===== src/rtl/dac_pkg.sv =====
// Purpose: Shared constants and types for the serial DAC command link
// Assumes: 100 MHz system clock on both ends
// Notes: Frame fields sit at the same bit positions in both formats
package dac_pkg;
	localparam int CLK_PERIOD_NS = 10;
	localparam int NUM_CH = 12;
	localparam int NUM_ADDR = 4;
	localparam logic [4:0] CS_FRAME_BITS = 5'h10;
	localparam logic [4:0] LD_FRAME_BITS = 5'h0e;
	localparam int ADDR_MSB = 15;
	localparam int ADDR_LSB = 14;
	localparam int CALL_POS = 13;
	localparam int PROG_POS = 12;
	localparam int CH_MSB = 11;
	localparam int CH_LSB = 8;
	localparam int DATA_MSB = 7;
	localparam int CS_OUT_POS = 0;
	localparam int LD_OUT_POS = 13;
	localparam logic [3:0] CH_ALL = 4'h0;
	localparam logic [3:0] CH_OFF = 4'hf;
	localparam logic [3:0] CH_FIRST = 4'h1;
	localparam logic [3:0] CH_LAST = 4'hc;
	localparam logic [3:0] IDX_LAST = 4'hb;
	localparam int PROG_TIME_NS = 7000000;
	localparam int PROG_CYCLES_DEF = PROG_TIME_NS / CLK_PERIOD_NS;
	localparam int TMR_W = 20;
	localparam int SCLK_HALF_NS = 80;
	localparam int LOAD_HIGH_NS = 5000;
	localparam int RECALL_HIGH_NS = 250;
	localparam int STATUS_SETUP_NS = 100;
	localparam int SCLK_HALF_CYC = (SCLK_HALF_NS + CLK_PERIOD_NS - 1) / CLK_PERIOD_NS;
	localparam int LOAD_HIGH_CYC = (LOAD_HIGH_NS + CLK_PERIOD_NS - 1) / CLK_PERIOD_NS;
	localparam int RECALL_HIGH_CYC = (RECALL_HIGH_NS + CLK_PERIOD_NS - 1) / CLK_PERIOD_NS;
	localparam int STATUS_SETUP_CYC = (STATUS_SETUP_NS + CLK_PERIOD_NS - 1) / CLK_PERIOD_NS;
	localparam int SY_SDI = 0;
	localparam int SY_SCLK = 1;
	localparam int SY_SEL = 2;
	localparam int SY_RCL = 3;
	localparam int SY_ROM0 = 4;
	localparam int SY_ROM1 = 5;
	localparam int SY_FMT = 6;
	localparam int SY_W = 7;
	localparam logic [3:0] REG_FRAME = 4'h0;
	localparam logic [3:0] REG_CFG = 4'h4;
	localparam logic [3:0] REG_STAT = 4'h8;
	localparam logic [3:0] REG_POLL = 4'hc;
	localparam int CFG_FMT = 0;
	localparam int CFG_ROM_LSB = 1;
	localparam int CFG_ROM_MSB = 2;
	localparam int CFG_RECALL = 3;
	localparam int STAT_BUSY = 0;
	localparam int STAT_READY = 1;
	localparam int STAT_RX_LSB = 16;
	typedef enum logic [1:0] {CMD_DIRECT = 2'h0, CMD_WRITE = 2'h1, CMD_CALL = 2'h2, CMD_SPECIAL = 2'h3} cmd_t;
	typedef enum logic [2:0] {S_IDLE = 3'h1, S_PROG = 3'h2, S_RECALL = 3'h4} dev_state_t;
	typedef enum logic [8:0] {H_IDLE = 9'h001, H_SETUP = 9'h002, H_LOW = 9'h004, H_HIGH = 9'h008,
		H_LOAD = 9'h010, H_END = 9'h020, H_PRE = 9'h040, H_POLL = 9'h080, H_PULSE = 9'h100} host_state_t;

	function automatic logic ch_valid(input logic [3:0] ch);
		return (ch >= CH_FIRST) && (ch <= CH_LAST);
	endfunction

	function automatic logic [3:0] ch_index(input logic [3:0] ch);
		return ch - CH_FIRST;
	endfunction
endpackage


===== src/rtl/dac_link_if.sv =====
// Purpose: Serial pins between the controller and the DAC device
// Assumes: Data out is driven at all times; its enable only feeds the bench checks
// Notes: format_select high picks the select-framed format
interface dac_link_if;
	logic serial_clk;
	logic serial_data_in;
	logic select_load_strobe;
	logic eeprom_recall_strobe;
	logic rom_addr_bit0;
	logic rom_addr_bit1;
	logic format_select;
	logic serial_data_out;
	logic serial_data_out_oe;
	modport device_mp (input serial_clk, serial_data_in, select_load_strobe, eeprom_recall_strobe,
		rom_addr_bit0, rom_addr_bit1, format_select, output serial_data_out, serial_data_out_oe);
	modport host_mp (output serial_clk, serial_data_in, select_load_strobe, eeprom_recall_strobe,
		rom_addr_bit0, rom_addr_bit1, format_select, input serial_data_out, serial_data_out_oe);
endinterface


===== src/rtl/sync_edge.sv =====
// Purpose: Two-flop synchroniser with edge detection, per bit
// Assumes: Inputs are asynchronous to sys_clk
// Notes: Edges are taken from the second and third stages only
module sync_edge #(parameter int W = 1) (
	input wire logic sys_clk,
	input wire logic rst_b,
	input wire logic [W-1:0] async_in,
	output logic [W-1:0] level,
	output logic [W-1:0] rise,
	output logic [W-1:0] fall
);
	logic [W-1:0] meta_q;
	logic [W-1:0] sync_q;
	logic [W-1:0] prev_q;
	logic [2:0] arm_q;

	always_ff @(posedge sys_clk or negedge rst_b) begin
		if (!rst_b) begin
			meta_q <= '0;
			sync_q <= '0;
			prev_q <= '0;
			arm_q <= '0;
		end else begin
			meta_q <= async_in;
			sync_q <= meta_q;
			prev_q <= sync_q;
			arm_q <= {arm_q[1:0], 1'b1};
		end
	end

	assign level = sync_q;
	// Masked until prev_q holds a real sample: idle-high pins would show a false rise after reset
	assign rise = arm_q[2] ? (sync_q & ~prev_q) : '0;
	assign fall = arm_q[2] ? (~sync_q & prev_q) : '0;
endmodule // sync_edge


===== src/rtl/dac_device.sv =====
// Purpose: Command logic of a twelve-channel 8-bit DAC with a nonvolatile store
// Assumes: Link pins are asynchronous; the store is modelled as plain flops
// Notes: Store contents survive reset, as a nonvolatile array would
module dac_device import dac_pkg::*; #(
	parameter int unsigned PROG_CYCLES = PROG_CYCLES_DEF
) (
	input wire logic sys_clk,
	input wire logic rst_b,
	dac_link_if.device_mp link,
	output logic [NUM_CH-1:0][7:0] dac_codes,
	output logic prog_busy
);
	logic [SY_W-1:0] pin_lvl;
	logic [SY_W-1:0] pin_rise;
	logic [SY_W-1:0] pin_fall;
	dev_state_t st_q, st_d;
	logic [15:0] sr_q, sr_d;
	logic [4:0] cnt_q, cnt_d;
	logic sdo_q, sdo_d;
	logic oe_q, oe_d;
	logic stat_q, stat_d;
	logic we_q, we_d;
	logic [TMR_W-1:0] tmr_q, tmr_d;
	logic [3:0] rc_idx_q, rc_idx_d;
	logic [1:0] rc_addr_q, rc_addr_d;
	logic rc_pin_q, rc_pin_d;
	logic [NUM_CH-1:0][7:0] dac_q, dac_d;
	logic busy_q;
	logic [7:0] mem_q [NUM_ADDR][NUM_CH];
	logic mem_we;
	logic exec;
	logic fmt;
	logic sel;
	logic idle;
	logic [1:0] addr;
	logic [3:0] ch;
	logic [7:0] data;
	cmd_t cmd;
	logic [4:0] frame_len;

	sync_edge #(.W(SY_W)) u_sync (
		.sys_clk(sys_clk),
		.rst_b(rst_b),
		.async_in({link.format_select, link.rom_addr_bit1, link.rom_addr_bit0, link.eeprom_recall_strobe,
			link.select_load_strobe, link.serial_clk, link.serial_data_in}),
		.level(pin_lvl),
		.rise(pin_rise),
		.fall(pin_fall)
	);

	assign fmt = pin_lvl[SY_FMT];
	assign sel = pin_lvl[SY_SEL];
	assign idle = (st_q == S_IDLE);
	assign frame_len = fmt ? CS_FRAME_BITS : LD_FRAME_BITS;
	// Load-pulse frames carry no address; the pins stand in
	assign addr = fmt ? sr_q[ADDR_MSB:ADDR_LSB] : {pin_lvl[SY_ROM1], pin_lvl[SY_ROM0]};
	assign ch = sr_q[CH_MSB:CH_LSB];
	assign data = sr_q[DATA_MSB:0];
	assign cmd = cmd_t'({sr_q[CALL_POS], sr_q[PROG_POS]});

	always_comb begin
		st_d = st_q;
		sr_d = sr_q;
		cnt_d = cnt_q;
		sdo_d = sdo_q;
		oe_d = oe_q;
		stat_d = stat_q;
		we_d = we_q;
		tmr_d = tmr_q;
		rc_idx_d = rc_idx_q;
		rc_addr_d = rc_addr_q;
		rc_pin_d = rc_pin_q;
		dac_d = dac_q;
		mem_we = 1'b0;
		exec = 1'b0;
		case (st_q)
			S_PROG: begin
				if (tmr_q == '0) begin
					st_d = S_IDLE;
				end else begin
					tmr_d = tmr_q - 1'b1;
				end
			end
			S_RECALL: begin
				dac_d[rc_idx_q] = mem_q[rc_addr_q][rc_idx_q];
				if (rc_idx_q == IDX_LAST) begin
					st_d = S_IDLE;
					if (rc_pin_q) begin
						we_d = 1'b0;
					end
				end else begin
					rc_idx_d = rc_idx_q + 1'b1;
				end
			end
			default: begin
			end
		endcase
		if (fmt) begin
			oe_d = ~sel;
			// Clock level at the select fall picks status or shift mode
			if (pin_fall[SY_SEL]) begin
				stat_d = ~pin_lvl[SY_SCLK];
				cnt_d = '0;
			end
			if (pin_rise[SY_SEL]) begin
				stat_d = 1'b0;
				// A busy device drops the frame it merely forwarded
				exec = ~stat_q && (cnt_q == frame_len) && idle;
			end
			if (!sel && !stat_q) begin
				if (pin_rise[SY_SCLK]) begin
					sr_d = {pin_lvl[SY_SDI], sr_q[15:1]};
					cnt_d = (cnt_q == frame_len) ? cnt_q : cnt_q + 1'b1;
				end
				if (pin_fall[SY_SCLK]) begin
					sdo_d = sr_q[CS_OUT_POS];
				end
			end
			if (stat_q) begin
				sdo_d = idle;
			end
		end else begin
			oe_d = 1'b1;
			if (st_q == S_PROG) begin
				sdo_d = 1'b0;
			end else begin
				if (pin_rise[SY_SCLK]) begin
					sr_d = {sr_q[14:0], pin_lvl[SY_SDI]};
					cnt_d = (cnt_q == frame_len) ? cnt_q : cnt_q + 1'b1;
				end
				if (pin_fall[SY_SCLK]) begin
					sdo_d = sr_q[LD_OUT_POS];
				end
				if (pin_rise[SY_SEL]) begin
					exec = (cnt_q == frame_len) && idle;
					cnt_d = '0;
				end
			end
		end
		// Count left from the other format would never match the new frame length
		if (pin_rise[SY_FMT] || pin_fall[SY_FMT]) begin
			cnt_d = '0;
		end
		if (exec) begin
			case (cmd)
				CMD_DIRECT: begin
					if (ch_valid(ch)) begin
						dac_d[ch_index(ch)] = data;
					end
				end
				CMD_CALL: begin
					if (ch == CH_ALL) begin
						st_d = S_RECALL;
						rc_idx_d = '0;
						rc_addr_d = addr;
						rc_pin_d = 1'b0;
					end else if (ch_valid(ch)) begin
						dac_d[ch_index(ch)] = mem_q[addr][ch_index(ch)];
					end
				end
				CMD_WRITE: begin
					if (we_q && ch_valid(ch)) begin
						mem_we = 1'b1;
						st_d = S_PROG;
						tmr_d = TMR_W'(PROG_CYCLES - 1);
					end
				end
				default: begin
					if (ch == CH_ALL) begin
						we_d = 1'b1;
					end else if (ch == CH_OFF) begin
						we_d = 1'b0;
					end else if (ch_valid(ch)) begin
						// Byte lands where the next clocks shift it out; outputs untouched
						sr_d = {8'h00, mem_q[addr][ch_index(ch)]};
						cnt_d = '0;
					end
				end
			endcase
		end
		if (pin_rise[SY_RCL] && idle) begin
			st_d = S_RECALL;
			rc_idx_d = '0;
			rc_addr_d = {pin_lvl[SY_ROM1], pin_lvl[SY_ROM0]};
			rc_pin_d = 1'b1;
		end
	end

	always_ff @(posedge sys_clk or negedge rst_b) begin
		if (!rst_b) begin
			st_q <= S_IDLE;
			sr_q <= '0;
			cnt_q <= '0;
			sdo_q <= 1'b0;
			oe_q <= 1'b0;
			stat_q <= 1'b0;
			we_q <= 1'b0;
			tmr_q <= '0;
			rc_idx_q <= '0;
			rc_addr_q <= '0;
			rc_pin_q <= 1'b0;
			dac_q <= '0;
			busy_q <= 1'b0;
		end else begin
			st_q <= st_d;
			sr_q <= sr_d;
			cnt_q <= cnt_d;
			sdo_q <= sdo_d;
			oe_q <= oe_d;
			stat_q <= stat_d;
			we_q <= we_d;
			tmr_q <= tmr_d;
			rc_idx_q <= rc_idx_d;
			rc_addr_q <= rc_addr_d;
			rc_pin_q <= rc_pin_d;
			dac_q <= dac_d;
			busy_q <= (st_d != S_IDLE);
		end
	end

	// Store keeps its contents through reset, as a nonvolatile array would
	always_ff @(posedge sys_clk) begin
		if (mem_we) begin
			mem_q[addr][ch_index(ch)] <= data;
		end
	end

	assign link.serial_data_out = sdo_q;
	assign link.serial_data_out_oe = oe_q;
	assign dac_codes = dac_q;
	assign prog_busy = busy_q;
endmodule // dac_device


===== src/flat_wrapper.sv =====
// flat-port wrapper written by rule: the top's interface ports become plain ports
module dac_device_flat import dac_pkg::*;
#(
	parameter int unsigned PROG_CYCLES = PROG_CYCLES_DEF
)
  (sys_clk, rst_b, dac_codes, prog_busy, link_serial_clk, link_serial_data_in, link_select_load_strobe, link_eeprom_recall_strobe, link_rom_addr_bit0, link_rom_addr_bit1, link_format_select, link_serial_data_out, link_serial_data_out_oe);
  dac_link_if link_i ();
  input wire logic sys_clk;
  input wire logic rst_b;
  output logic [NUM_CH-1:0][7:0] dac_codes;
  output logic prog_busy;
  input wire logic [$bits(link_i.serial_clk)-1:0] link_serial_clk;
  input wire logic [$bits(link_i.serial_data_in)-1:0] link_serial_data_in;
  input wire logic [$bits(link_i.select_load_strobe)-1:0] link_select_load_strobe;
  input wire logic [$bits(link_i.eeprom_recall_strobe)-1:0] link_eeprom_recall_strobe;
  input wire logic [$bits(link_i.rom_addr_bit0)-1:0] link_rom_addr_bit0;
  input wire logic [$bits(link_i.rom_addr_bit1)-1:0] link_rom_addr_bit1;
  input wire logic [$bits(link_i.format_select)-1:0] link_format_select;
  output wire logic [$bits(link_i.serial_data_out)-1:0] link_serial_data_out;
  output wire logic [$bits(link_i.serial_data_out_oe)-1:0] link_serial_data_out_oe;
  assign link_i.serial_clk = link_serial_clk;
  assign link_i.serial_data_in = link_serial_data_in;
  assign link_i.select_load_strobe = link_select_load_strobe;
  assign link_i.eeprom_recall_strobe = link_eeprom_recall_strobe;
  assign link_i.rom_addr_bit0 = link_rom_addr_bit0;
  assign link_i.rom_addr_bit1 = link_rom_addr_bit1;
  assign link_i.format_select = link_format_select;
  assign link_serial_data_out = link_i.serial_data_out;
  assign link_serial_data_out_oe = link_i.serial_data_out_oe;
  dac_device #(.PROG_CYCLES(PROG_CYCLES)) u_core (.sys_clk(sys_clk), .rst_b(rst_b), .link(link_i), .dac_codes(dac_codes), .prog_busy(prog_busy));
endmodule

===== config.mk =====
export PLATFORM = sky130hd
export DESIGN_NAME = dac_device_flat
export DESIGN_NICKNAME = d
export VERILOG_FILES = /design/src/rtl/dac_pkg.sv /design/src/rtl/dac_link_if.sv /design/src/rtl/sync_edge.sv /design/src/rtl/dac_device.sv /design/src/flat_wrapper.sv
export SDC_FILE = /design/constraint.sdc
export NUM_CORES = 1
export LEC_CHECK = 0
export ABC_AREA = 0
export ABC_CLOCK_PERIOD_IN_PS = 9850
export BUFFER_PORTS_ARGS = -buffer_cell sky130_fd_sc_hd__buf_2
export CAP_MARGIN = 0
export CORE_MARGIN = 8
export CORE_UTILIZATION = 55
export DETAILED_ROUTE_END_ITERATION = 8
export PLACE_DENSITY_LB_ADDON = 0.08
export SYNTH_ARGS = -nofsm -noshare
export SYNTH_HDL_FRONTEND = slang
export SYNTH_SLANG_ARGS = --single-unit

===== constraint.sdc =====
create_clock -name sys_clk -period 9.85 [get_ports sys_clk]
set_input_delay 1.97 -clock sys_clk [delete_from_list [all_inputs] [get_ports sys_clk]]
set_output_delay 1.97 -clock sys_clk [all_outputs]
set_load 0.01 [all_outputs]

# Word level (Yosys, flattened, before mapping)
# Memories as Yosys holds them, arrays and structs flattened.
# Cells that the tools add are included.
[totals] reg_bits=176 wordCells=188 mem_count=1 mem_bits_rw=384 out_inout_bits=99 in_bits=9
[memory_table] name="u_core.mem_q" words=4 word_bits=96 rd=2 rd_clocked_by_memory_dff=0 wr=1 line_no="dac_device.sv:29" source="logic [7:0] mem_q [NUM_ADDR][NUM_CH];"
[classes] add_sub_neg=4 n_eq_ne=11 muxes=101 n_lt_le_gt_ge=9 bitwise_logic=9 n_reduce_logical=25
[ops] operator="two-way mux 96 bit" n=6
[ops] operator="bitwise mux 96 bit" n=3
[ops] operator="case mux 96 bit (2 select lines)" n=1
[ops] operator="two-way mux 16 bit" n=10
[ops] operator="two-way mux 20 bit" n=5
[ops] operator="demux 8 bit (select 4 bit)" n=3
[ops] operator="two-way mux 5 bit" n=15
[ops] operator="binary-select mux 8 bit (select 4 bit)" n=2
[ops] operator="two-way mux 8 bit" n=7
[ops] operator="two-way mux 1 bit" n=28
[ops] operator="two-way mux 4 bit" n=6
[ops] operator="zero test 20 bit" n=1
[ops] operator="subtractor 20 x 1 -> 20 bit (second input constant)" n=1
[ops] operator="two-way mux 3 bit" n=6
[ops] operator="bitwise AND 7 bit" n=2
[ops] operator="two-way mux 7 bit" n=2
[ops] operator="inverter 7 bit" n=2
[ops] operator=">= comparator 4 x 1 -> 1 bit (second input constant)" n=3
[ops] operator="case mux 3 bit (2 select lines)" n=2
[ops] operator=">= comparator 5 bit (second input constant)" n=2
[ops] operator="logical AND 1 bit" n=10
[ops] operator="< comparator 4 x 5 -> 1 bit (second input constant)" n=2
[ops] operator="two-way mux 2 bit" n=5
[ops] operator="inverter 4 -> 5 bit" n=2
[ops] operator="23 further kinds" n=33

# Logic depth before layout (Yosys ltp)
[depth] depth_word=13 depth_mapped=11

# Cells and area by module
# From an unflattened synthesis, not the netlist that was laid out.
[unflattened] cells_unflattened=2376 hier_area_um2=28359.7
[by_module_without_submodules] mod="dac_device" seq_area_each_um2=15336.0 cells_per_inst=2336 area_per_inst_um2=27616.5 instances=1
[by_module_without_submodules] mod="sync_edge" seq_area_each_um2=600.6 cells_per_inst=40 area_per_inst_um2=743.2 instances=1

# Worst setup path before layout
# No wires, ideal clock.
[synth_path] path_kind="register -> register" start="register u_core.sr_q[8]" end="memory u_core.mem_q[1][40] (netlist name) (enable)" t_arrival_ns=2.974 setup_time_ns=0.370 synth_period_minus_slack_ns=3.344 setup_slack_ns=6.506 path_stages_with_launch=11 required_time_ns=9.480 path_cell_list="dfrtp_1 > clkinv_1 > clkbuf_1 > ha_1 > or3b_1 > a2bb2oi_1 > and4_1 > buf_2 > nand2_1 > buf_2 > nor2_1"
[synth_via] elab_chain_cells=8 word_cells_on_any_way=16 classes_between="1 x add/sub; 4 x order compare; 7 x mux; 1 x bitwise; 3 x reduce/logical"
[synth_rtl] item="start: declaration" line_no="dac_device.sv:17" source="logic [15:0] sr_q, sr_d;"
[synth_rtl] item="start signal: assignment" line_no="dac_device.sv:206" source="sr_q <= sr_d;"
[synth_rtl] item="parallel branches: the longest is 7 deep, another holds >= comparator 5 bit"
[synth_rtl] item="two-way mux 96 bit (not written as such) *" line_no="dac_device.sv:224" source="mem_q[addr][ch_index(ch)] <= data;"
[synth_rtl] item="end: declaration" line_no="dac_device.sv:29"
# Mark *: on every way between the ends.

# Final worst setup path
[layout_path] start="register u_core.sr_q[8]" end="memory u_core.mem_q[3][26] (netlist name) (enable)"
# The elaborated chain is that of the path after synthesis.

==> out/qor.txt <==
Drt total wl: 86400 um
EDFF count, synth: 384
Largest net degree at the start of global routing: 75
Synth top cells by count: edfxtp_1 (384), nand2_1 (232), mux4_2 (178)
Slew @ Worst Pin: 1.39 ns
PnR worst setup slack: 4.29 ns
Placement Setup Slack: 4.46 ns
Top cell type by total area after synthesis: edfxtp_1
Avg Synthesized Cell Area: 14.4 um2
Layout cells sized above 1: 24.6%
Leak: 11.4 nW
Logic pwr share: 16.6%
Vias post-DR: 19100
Relative max-transition margin: 6.51%
Hold Fails Final Rpt: 0
TritonCTS clock tree: done
Startpoint types: flop
Slowest CP cell: nand2_1
Overall Global Routing Usage: 30.1%
Critical Path Fanout Max: 28
Share of power burned in registers: 45.2%
Vias in the first global route: 18500
CP Cell Sequence: buf_4, clkinv_1, ha_1, or3b_1, a2bb2oi_1, and4_1, nand2_1, nor2_1
Top-Level Pins: 108
Hpwl dp: 58500 um
First-pass GRT wire length: 128000 um
GP Congestion: 0.930
# DRC: 0
Final Util: 61.6%
Mapped Cells: 1929
Die X: 241 um
Worst Path Arrival: 5.79 ns
Post-CTS setup repair buffer count: 0
Initial antenna violation count: 3
Clock power frac: 38.3%
Cell row count: 82
Syn. warnings: 0
Largest stage delay, worst path: 0.86 ns
Netlist Area Pre-Place: 27700 um2
Final nets: 2041
Internal: 4.18 mW
Final setup TNS: 0 ns
Largest cells by area after synthesis: edfxtp_1 (42%), dfrtp_1 (16%), mux4_2 (14%), mux2i_1 (5.0%), nand2_1 (3.1%)
P per Cell Area: 189 nW/um2
Root buffer cell: clkbuf_16
CTS Buf Count: 56
RSZ-0062 raised after global routing: no
Layout area overhead: 11.0%
Drt first-iter violations: 2604
Design area: 30800 um2
Peak VDD IR: 0.163 mV
Count of cell types in the netlist: 87
Element type at the critical path end: flop
Psw: 1.64 mW
H-tree depth: 2
#FFs+latches synth: 557
Fin crit share: 56.4%
Crit Path Class: flop to flop
Die area: 57800 um2
Outcome: finished clean
Final worst path period need: 5.56 ns
Count leader, synth: edfxtp_1
Cts repair resizes: 0
Overflow after GRT: 0
Max-cap violations: 0
Max clock buf depth: 3
Worst skew pair latency: 0.62 ns
Final Max Slew Viols: 0
Post-CTS Hold Buffers: 0
Vias per cell: 7.00
Max Clock Skew: 0.0265 ns
Initial core utilization: 55.5%
Sequential area share after synthesis: 57.2%
Placed cell areas: 28900 um2
Drt pass-1 iters: 8
Post-synth ARST share: 31.1%
Share of the synthesized area in the top cell type: 41.6%
Sw Share: 28.2%
Final ANT Viol Nets: 0
Count of port buffers added during placement: 107
WL per Instance: 31.6 um
Core area: 50000 um2
Primary FF master, synth: edfxtp_1
Post-synthesis net count: 1953
Final setup violation count: 0
CP Data Required Time: 10.08 ns
Die H: 241 um
Hold Path Class: flop to flop
Clock transition at the registers of the reported paths: 0.07 ns
F_max: 180 MHz
Overall power: 5.82 mW
Clk sinks: 557
cells in the final DEF (no fill, tap or decap), types with 8 or more instances in the layout:
cell type / instances
nor2_1: 105
a22oi_1: 15
a21oi_1: 28
clkinv_1: 8
o31ai_1: 33
o211ai_1: 17
o32ai_1: 8
dfrtp_1: 165
nand2_1: 231
and3_1: 17
inv_1: 20
nand3_1: 37
bufinv_16: 9
a22o_1: 8
mux2i_1: 137
buf_2: 106
ha_1: 15
xnor2_1: 9
clkinv_2: 16
clkbuf_16: 57
nand2b_1: 9
mux4_2: 178
mux2_2: 56
a311oi_1: 8
o21ai_0: 43
o22ai_1: 10
or3_1: 13
a221oi_1: 14
clkbuf_1: 9
a211oi_1: 13
and2_1: 10
nor2b_1: 8
edfxtp_1: 384
buf_4: 34
nand4_1: 14
o221ai_1: 67
nor3_1: 21
final timing paths:
path | startpoint | to | slack [ns] | cells past startpoint
setup / recovery | u_core.sr_q[8] | u_core.mem_q[3][26] | 4.29 | 8
setup reg to reg | u_core.sr_q[8] | u_core.mem_q[3][26] | 4.29 | 8
max in group asynchronous | rst_b | u_core.u_sync.level[6] | 6.50 | 3
hold / removal | u_core.u_sync.meta_q[2] | u_core.u_sync.level[2] | 0.35 | 0
hold reg to reg | u_core.u_sync.meta_q[2] | u_core.u_sync.level[2] | 0.35 | 0
min in group asynchronous | rst_b | u_core.dac_codes[73] | 1.38 | 1
metrics by stage:
| stage | hold slack [ns] | std cells |
|---|---|---|
| 3_3_place_gp | 0.334 | 2631 |
| 4_1_cts | 0.352 | 2734 |
| 2_1_floorplan | 0.331 | 1929 |
| 3_5_place_dp | 0.339 | 2631 |
| 6_report | 0.349 | 2735 |
| 5_1_grt | 0.355 | 2734 |
critical path: cells and delay by family (launching register included):
family	cells	cell delay (ns)
buffers and inverters	2	1.01
AO/OA/AOI/OAI	1	0.59
AND/OR/NAND/NOR	4	2.68
adder cells (fa/ha/maj)	1	0.54
flip-flops	1	0.32
layer usage:
metal  global-route usage [%]  vias to the layer above  part of all wire (%)
met1                     42.7                     9661                    39
met5                        0                        -                 0.014
met4                     11.4                        2                   3.8
li1                         -                     7940                     -
met2                     44.9                     1322                    45
met3                     7.16                      208                    12
state kept, by name, summed over array words and instances (netlist names), 2 cells and up:
name / flops
u_core.u_sync.prev_q: 4
u_core.tmr_q: 20
u_core.sr_q: 16
u_core.u_sync.level: 7
u_core.dac_codes: 96
u_core.cnt_q: 5
u_core.st_q: 3
u_core.u_sync.arm_q: 3
u_core.u_sync.meta_q: 7
u_core.rc_addr_q: 2
u_core.rc_idx_q: 4
u_core.mem_q: 384
logic make-up after synthesis:
kind of cell | Yosys count | synth area share (%)
other | 1 | 0.0135
flip-flops | 557 | 57.2
buffers and inverters | 133 | 2.20
XOR/XNOR | 16 | 0.505
adder cells (fa/ha/maj) | 15 | 0.677
multiplexers | 372 | 21.7
AO/OA/AOI/OAI | 322 | 9.08
AND/OR/NAND/NOR | 513 | 8.60
power groups by stage:
stage,Combinational (mW),Sequential [mW],Clock [mW]
global placement,0.934,2.67,0
floorplan,0.508,2.72,0
CTS,0.942,2.63,2.24
finish,0.965,2.63,2.23
detailed placement,0.942,2.67,0
global route,1.00,2.63,2.33
final cells by class:
class	count	area, um2
Multi-Input combinational cell	1239	11300
Sequential cell	557	15900
Fill cell	3846	19200
Clock inverter	33	384
Timing Repair Buffer	141	797
Clock buffer	70	1520
Inverter	22	82.6
Antenna cell	1	2.50
Tap cell	672	841
Note: power is estimated with default switching activity, not from simulation.
